--- src/hbp_pkg.sv ---
// Package for the host buffer partition register group.
// Assumes an APB slave with 32-bit data; offsets are indices times four.
package hbp_pkg;

  // ----------------------------------------------------------------
  // Register indices (command codes) and address width
  // ----------------------------------------------------------------
  localparam logic [7:0] IDX_ISO_LEN_RD = 8'h2A;
  localparam logic [7:0] IDX_ISO_LEN_WR = 8'hAA;
  localparam logic [7:0] IDX_ASYNC_LEN_RD = 8'h2B;
  localparam logic [7:0] IDX_ASYNC_LEN_WR = 8'hAB;
  localparam logic [7:0] IDX_STATE_RD = 8'h2C;
  localparam logic [7:0] IDX_SOFT_RST_WR = 8'hA9;
  // Interrupt group
  localparam logic [7:0] IDX_IRQ_STATUS = 8'hC0;
  localparam logic [7:0] IDX_IRQ_ENABLE = 8'hC1;
  localparam logic [7:0] IDX_IRQ_CLEAR = 8'hC2;

  localparam int ADDR_W = 12;

  // ----------------------------------------------------------------
  // Field positions and values
  // ----------------------------------------------------------------
  localparam int REG_W = 16;
  localparam int ISO_ZERO_FILLED_BIT = 0;
  localparam int ISO_ONE_FILLED_BIT = 1;
  localparam int ASYNC_FILLED_BIT = 2;
  localparam int ISO_ZERO_CONSUMED_BIT = 3;
  localparam int ISO_ONE_CONSUMED_BIT = 4;
  localparam int ASYNC_CONSUMED_BIT = 5;
  localparam int STATE_W = 6;
  localparam logic [15:0] SOFT_RST_KEY = 16'h00F6;
  localparam logic [15:0] LEN_RESET = 16'h0000;
  localparam logic [5:0] STATE_RESET = 6'h00;
  localparam logic [15:0] RAM_BYTES = 16'h1000;

endpackage

--- src/hbp_flag_cell.sv ---
// One status flag: engine set and clear strobes, soft reset clears.
// Assumes strobes synchronous to pclk.
`timescale 1ns/1ps
module hbp_flag_cell (
  input wire logic pclk,
  input wire logic presetn,
  input wire logic soft_clr,
  input wire logic set_i,
  input wire logic clr_i,
  output logic flag_q
);

  always_ff @(posedge pclk or negedge presetn) begin
    if (!presetn) begin
      flag_q <= 1'b0;
    end else if (soft_clr) begin
      flag_q <= 1'b0;
    end else if (set_i) begin
      flag_q <= 1'b1;
    end else if (clr_i) begin
      flag_q <= 1'b0;
    end
  end

endmodule // hbp_flag_cell

--- src/hbp_regs.sv ---
// Register group that partitions the host transfer buffer RAM.
// Assumes an APB master on pclk and a host engine giving one-cycle flag strobes.
`timescale 1ns/1ps

// Overview of operation
// Writing F6H to the soft reset register resets all registers, not buffer RAM.
// One iso length write sizes both iso halves identically.
// Software keeps async length plus twice iso length within 1000H bytes.
// Iso length: 16-bit read/write, resets to zero, read 2AH write AAH.
// Async length: 16-bit read/write, resets to zero, read 2BH write ABH.
// Buffer status is read-only at 2CH, bits 15 to 6 reserved, resets zero.
// Status bit 5 shows the async buffer has been read by the engine.
// Status bits 4 and 3 show iso halves one and zero read.
// Status bit 2 shows the async buffer full.
// Status bits 1 and 0 show iso halves one and zero full.
// Soft reset register is 16-bit write-only at A9H, reads nothing.
// Writing any other value there changes no state.
module hbp_regs (
  input wire logic pclk,
  input wire logic presetn,
  input wire logic psel,
  input wire logic penable,
  input wire logic pwrite,
  input wire logic [11:0] paddr,
  input wire logic [31:0] pwdata,
  input wire logic [3:0] pstrb,
  output logic [31:0] prdata,
  output logic pready,
  output logic pslverr,
  input wire logic [5:0] flag_set,
  input wire logic [5:0] flag_clr,
  output logic [15:0] iso_size_field,
  output logic [15:0] async_size_field,
  output logic size_overflow,
  output logic irq
);

  // ----------------------------------------------------------------
  // Bus decode
  // ----------------------------------------------------------------
  logic setup;
  logic wr_en;
  logic [7:0] idx;
  logic addr_ok;
  logic mapped;
  logic soft_rst;
  logic [15:0] wdata16;
  logic [5:0] state_flags;
  logic [5:0] irq_status_q;
  logic [5:0] irq_enable_q;
  logic [31:0] rdata_d;
  logic wr_iso;
  logic wr_async;
  logic wr_irq_en;
  logic wr_irq_clr;
  logic [5:0] state_rise;
  logic [5:0] state_prev_q;

  assign setup = psel && !penable;
  assign idx = paddr[9:2];
  assign addr_ok = (paddr[1:0] == 2'h0) && (paddr[11:10] == 2'h0);
  assign wdata16 = pwdata[15:0];

  always_comb begin
    mapped = 1'b0;
    if (addr_ok) begin
      if (pwrite) begin
        mapped = (idx == hbp_pkg::IDX_ISO_LEN_WR) || (idx == hbp_pkg::IDX_ASYNC_LEN_WR) ||
                 (idx == hbp_pkg::IDX_SOFT_RST_WR) || (idx == hbp_pkg::IDX_IRQ_ENABLE) ||
                 (idx == hbp_pkg::IDX_IRQ_CLEAR);
      end else begin
        mapped = (idx == hbp_pkg::IDX_ISO_LEN_RD) || (idx == hbp_pkg::IDX_ASYNC_LEN_RD) ||
                 (idx == hbp_pkg::IDX_STATE_RD) || (idx == hbp_pkg::IDX_IRQ_STATUS) ||
                 (idx == hbp_pkg::IDX_IRQ_ENABLE);
      end
    end
  end

  // Writes take effect at the edge that completes the access phase.
  assign wr_en = psel && penable && pready && pwrite && addr_ok && (pstrb[1:0] == 2'h3);
  assign wr_iso = wr_en && (idx == hbp_pkg::IDX_ISO_LEN_WR);
  assign wr_async = wr_en && (idx == hbp_pkg::IDX_ASYNC_LEN_WR);
  assign wr_irq_en = wr_en && (idx == hbp_pkg::IDX_IRQ_ENABLE);
  assign wr_irq_clr = wr_en && (idx == hbp_pkg::IDX_IRQ_CLEAR);
  assign soft_rst = wr_en && (idx == hbp_pkg::IDX_SOFT_RST_WR) &&
                    (wdata16 == hbp_pkg::SOFT_RST_KEY);

  // ----------------------------------------------------------------
  // APB answer
  // ----------------------------------------------------------------
  always_ff @(posedge pclk or negedge presetn) begin
    if (!presetn) begin
      pready <= 1'b0;
      pslverr <= 1'b0;
    end else begin
      pready <= setup;
      pslverr <= setup && !mapped;
    end
  end

  always_comb begin
    rdata_d = 32'h0000_0000;
    if (setup && !pwrite && addr_ok) begin
      unique case (idx)
        hbp_pkg::IDX_ISO_LEN_RD: rdata_d[15:0] = iso_size_field;
        hbp_pkg::IDX_ASYNC_LEN_RD: rdata_d[15:0] = async_size_field;
        hbp_pkg::IDX_STATE_RD: rdata_d[5:0] = state_flags;
        hbp_pkg::IDX_IRQ_STATUS: rdata_d[5:0] = irq_status_q;
        hbp_pkg::IDX_IRQ_ENABLE: rdata_d[5:0] = irq_enable_q;
        default: rdata_d = 32'h0000_0000;
      endcase
    end
  end

  always_ff @(posedge pclk or negedge presetn) begin
    if (!presetn) begin
      prdata <= 32'h0000_0000;
    end else begin
      prdata <= rdata_d;
    end
  end

  // ----------------------------------------------------------------
  // Length registers
  // ----------------------------------------------------------------
  always_ff @(posedge pclk or negedge presetn) begin
    if (!presetn) begin
      iso_size_field <= hbp_pkg::LEN_RESET;
    end else if (soft_rst) begin
      iso_size_field <= hbp_pkg::LEN_RESET;
    end else if (wr_iso) begin
      iso_size_field <= wdata16;
    end
  end

  always_ff @(posedge pclk or negedge presetn) begin
    if (!presetn) begin
      async_size_field <= hbp_pkg::LEN_RESET;
    end else if (soft_rst) begin
      async_size_field <= hbp_pkg::LEN_RESET;
    end else if (wr_async) begin
      async_size_field <= wdata16;
    end
  end

  // Flags a partition that breaks the RAM budget; software must avoid it.
  always_ff @(posedge pclk or negedge presetn) begin
    if (!presetn) begin
      size_overflow <= 1'b0;
    end else begin
      size_overflow <= ({2'b00, async_size_field} + {1'b0, iso_size_field, 1'b0}) >
                       {2'b00, hbp_pkg::RAM_BYTES};
    end
  end

  // ----------------------------------------------------------------
  // Buffer status flags
  // ----------------------------------------------------------------
  // Bits 0..5: iso zero full, iso one full, async full, iso zero read,
  // iso one read, async read.
  genvar g;
  generate
    for (g = 0; g < hbp_pkg::STATE_W; g++) begin : g_flag
      hbp_flag_cell u_cell (
        .pclk(pclk),
        .presetn(presetn),
        .soft_clr(soft_rst),
        .set_i(flag_set[g]),
        .clr_i(flag_clr[g]),
        .flag_q(state_flags[g])
      );
    end
  endgenerate

  // ----------------------------------------------------------------
  // Interrupts
  // ----------------------------------------------------------------
  always_ff @(posedge pclk or negedge presetn) begin
    if (!presetn) begin
      state_prev_q <= hbp_pkg::STATE_RESET;
    end else begin
      state_prev_q <= state_flags;
    end
  end

  assign state_rise = state_flags & ~state_prev_q;

  // A new event beats a clear written in the same cycle.
  always_ff @(posedge pclk or negedge presetn) begin
    if (!presetn) begin
      irq_status_q <= hbp_pkg::STATE_RESET;
    end else if (soft_rst) begin
      irq_status_q <= hbp_pkg::STATE_RESET;
    end else begin
      irq_status_q <= (irq_status_q & ~(wr_irq_clr ? wdata16[5:0] : 6'h00)) | state_rise;
    end
  end

  always_ff @(posedge pclk or negedge presetn) begin
    if (!presetn) begin
      irq_enable_q <= hbp_pkg::STATE_RESET;
    end else if (soft_rst) begin
      irq_enable_q <= hbp_pkg::STATE_RESET;
    end else if (wr_irq_en) begin
      irq_enable_q <= wdata16[5:0];
    end
  end

  always_ff @(posedge pclk or negedge presetn) begin
    if (!presetn) begin
      irq <= 1'b0;
    end else begin
      irq <= |(irq_status_q & irq_enable_q);
    end
  end

endmodule // hbp_regs

--- config.mk ---
export PLATFORM = sky130hd
export DESIGN_NAME = hbp_regs
export DESIGN_NICKNAME = d
export VERILOG_FILES = /design/src/hbp_pkg.sv /design/src/hbp_flag_cell.sv /design/src/hbp_regs.sv
export SDC_FILE = /design/constraint.sdc
export NUM_CORES = 1
export LEC_CHECK = 0
export ABC_AREA = 1
export BUFFER_PORTS_ARGS = -buffer_cell sky130_fd_sc_hd__buf_2
export CAP_MARGIN = 20
export CORE_ASPECT_RATIO = 0.6
export CORE_MARGIN = 1.5
export CORE_UTILIZATION = 45
export DETAILED_ROUTE_END_ITERATION = 12
export PLACE_DENSITY_LB_ADDON = 0.25
export SYNTH_ARGS = -nofsm -noshare
export SYNTH_HDL_FRONTEND = slang
export SYNTH_HIERARCHICAL = 1
export SYNTH_SLANG_ARGS = --single-unit
--- constraint.sdc ---
create_clock -name pclk -period 2.2 [get_ports pclk]
set_clock_uncertainty 0.1 [all_clocks]
set_input_delay 0.22 -clock pclk [delete_from_list [all_inputs] [get_ports pclk]]
set_output_delay 0.22 -clock pclk [all_outputs]
set_load 0.05 [all_outputs]
==> reports/qor.txt <==
All-Layer GR Usage = 25.1%
FF+latch count, synth = 76
met2 Use GR = 31.3%
TritonCTS Buffers = 9
Vias = 4651
maxcap violations = 0
Crit-path slowest cell = fa_2
Antenna Cells = 0
synth unique cells = 42
CTS clock-pin slew for the worst setup and hold paths = 60 ps
actual slew at the worst max-slew pin = 602 ps
DP HPWL = 10.8 mm
first-pass detailed-route iteration total = 7
gr ovfl total = 0
die width = 137 µm
Cell Pwr Density = 520 nW/µm²
cell count after placement = 882
crit-path cells = ha_4, fa_2, nand2_2, nand3_2, nand3_2, nand2_2, nand2_2, nand2_1, nand2_1, nand2_1, nor2_1, nand2_1, nor2_1, nand2_1
number of I/O pins = 133
Non-Filler Instances = 898
synthesized area = 4850 µm²
final period utilization = 98.0%
Final Setup Violations = 0
vias per cell = 5.18
first-pass GRT wire length = 21.8 mm
Worst-Skew Late Latency = 330 ps
reg2reg start = iso_size_field[0]$_DFFE_PN0P_
largest net degree at the start of global routing = 47
WL/cell = 15.8 µm
Starting Density = 46.1%
Routability Congestion = 0.939
WS Path Type = reg -> reg
CP Launch Point = iso_size_field[0]$_DFFE_PN0P_
post-synth top area share = 39.2%
YS warnings = 6
PnR worst setup slack = 44.1 ps
commonest non-fill, non-tap cell in the layout = nand2_1
# DRC = 0
DP Area = 5620 µm²
RSZ-0062 raised after global routing = yes
Layout area overhead = 24.2%
CP max stage delay = 440 ps
vias in the first global route = 4181
met3 global-route usage = 6.29%
Hold Crit Start = flag_set[4]
Top delay family on crit path = simple AND/OR/NAND/NOR gates
final core utilization = 57.3%
Routed Antenna Nets = 0
most frequent cells in the layout = 177 x nand2_1, 97 x inv_1, 97 x buf_2, 73 x dfrtp_1, 34 x nand3_1
Final min period = 2160 ps
average cell area after synthesis = 7.69 µm²
DRT iter0 DRCs = 564
initial antenna violation count = 1
Top FF cell, synth = dfrtp_1
status = finished clean
TritonCTS Sinks = 76
Slew HR = 59.8%
cell mode on critical path = nand2_1
DIE HEIGHT = 83.4 µm
TNS Setup = 0 ps
Seq/Total Area, Yosys = 39.2%
endpoints failing hold = 0
CTS Buffer Depth = 2
WP data required = 2320 ps
Rows = 29
CTS tree = yes
Hold Crit Class = in -> reg
grt peak-use layer = met1
fmax = 0.464 GHz
FFs w/ async S/R, synth = 100%
Setup crit end kind = register
Core Area = 10500 µm²
critical path peak fanout = 4
PortBufs = 98
Synth area leaders = dfrtp_1 39%, nand2_1 14%, inv_1 7.5%
Gate Count Post-Synth = 631
met1 Use GR = 41.9%
EDFF count, synth = 0
Startpoint Class = register
Worst Path Arrival = 2280 ps
H-tree Lvls = 3
cell taking the most area after synthesis = dfrtp_1
Worst Path Buf+Inv = 0
DRT Wirelength = 14.2 mm
Post-Place Setup Slack = -4.63 ps
fin nets = 837
fin. max-slew vios = 0
Root Driver = clkbuf_16
standby leakage power = 3.42 nW
die area = 11400 µm²
cell area after layout = 6030 µm²
Worst IR Drop VDD = 339 µV
share of post-route cells with drive strength above 1 = 30.6%
[Yosys cell counts, types with 4 or more instances]
library cell / instances
buf_4: 18
nand2_1: 180
o21ai_2: 9
inv_2: 8
nor3_1: 4
nor2_1: 32
a21oi_1: 20
ha_1: 15
nand3_1: 40
buf_6: 4
buf_2: 8
inv_1: 97
o22ai_1: 5
nand3_2: 27
dfrtp_1: 76
nand4_1: 13
o21ai_0: 4
o21ai_1: 29
a21oi_2: 12
[final cells by class]
type | instances | area, µm²
Fill cell | 992 | 4490
Multi-Input combinational cell | 432 | 2470
Sequential cell | 76 | 1910
Timing Repair Buffer | 130 | 773
Inverter | 107 | 412
Clock buffer | 10 | 239
Tap cell | 139 | 174
Clock inverter | 4 | 51.3
[registers in the layout, summed over array words and instances (netlist names)]
signal                count
async_size_field         16
pready                    1
prdata                   16
irq_enable_q              6
pslverr                   1
irq_status_q              6
irq                       1
size_overflow             1
iso_size_field           16
state_prev_q              6
g_flag.u_cell/flag_q      6
[power breakdown]
group          switching, mW  internal [mW]  leakage [nW]
clock network          0.571          0.896         0.140
registers             0.0168           1.41         0.985
logic                  0.175         0.0583          2.29
[routing by layer]
layer / vias up / share of wire [%]
li1: 2242 / -
met1: 2183 / 49
met2: 210 / 40
met3: 16 / 11
met4: 0 / 0.81
met5: - / 0
[worst register-to-register path: stages, from the launching register on]
cell and delay [ps]:
dfrtp_2 420, ha_4 170, fa_2 440, nand2_2 90, nand3_2 70, nand3_2 90
nand2_2 70, nand2_2 80, nand2_1 70, nand2_1 80, nand2_1 50, nor2_1 100
nand2_1 50, nor2_1 100, nand2_1 60
[cells by family after synthesis]
logic type	count (synthesis)	share of synthesized area [%]
fa+ha+maj	16	4.28
compound gates	84	10.9
xor+xnor	4	0.722
simple gates	312	31.7
other cells	1	0.0773
buf+inv	138	13.1
flops	76	39.2
[stage by stage]
step / hold WS (ps) / power, mW
floorplan: -176 / 1.60
global placement: 72.9 / 1.68
detailed placement: 81.3 / 1.69
CTS: 12.1 / 3.16
global route: 21.3 / 3.24
finish: 19.5 / 3.13
[worst paths after layout]
check / endpoint / depth (start not counted) / slack, ps
max in group asynchronous: iso_size_field[0]$_DFFE_PN0P_ / 3 / 1130
hold / removal: g_flag[4].u_cell/flag_q$_DFFE_PN0P_ / 3 / 20
setup / recovery: size_overflow$_DFF_PN0_ / 14 / 40
hold reg to reg: state_prev_q[3]$_DFF_PN0_ / 0 / 390
min in group asynchronous: iso_size_field[14]$_DFFE_PN0P_ / 2 / 260
setup reg to reg: size_overflow$_DFF_PN0_ / 14 / 40
[what timing repair did]
action / CTS / global route
setup buffers: 0 / 1
setup endpoints to repair: 1 / 1
gates cloned: 0 / 0
pin swaps: 0 / 6
hold buffers: 1 / 0
gates resized for setup: 1 / 20
hold endpoints to repair: 30 / 0
No activity file was read; power rests on OpenSTA's default activity.
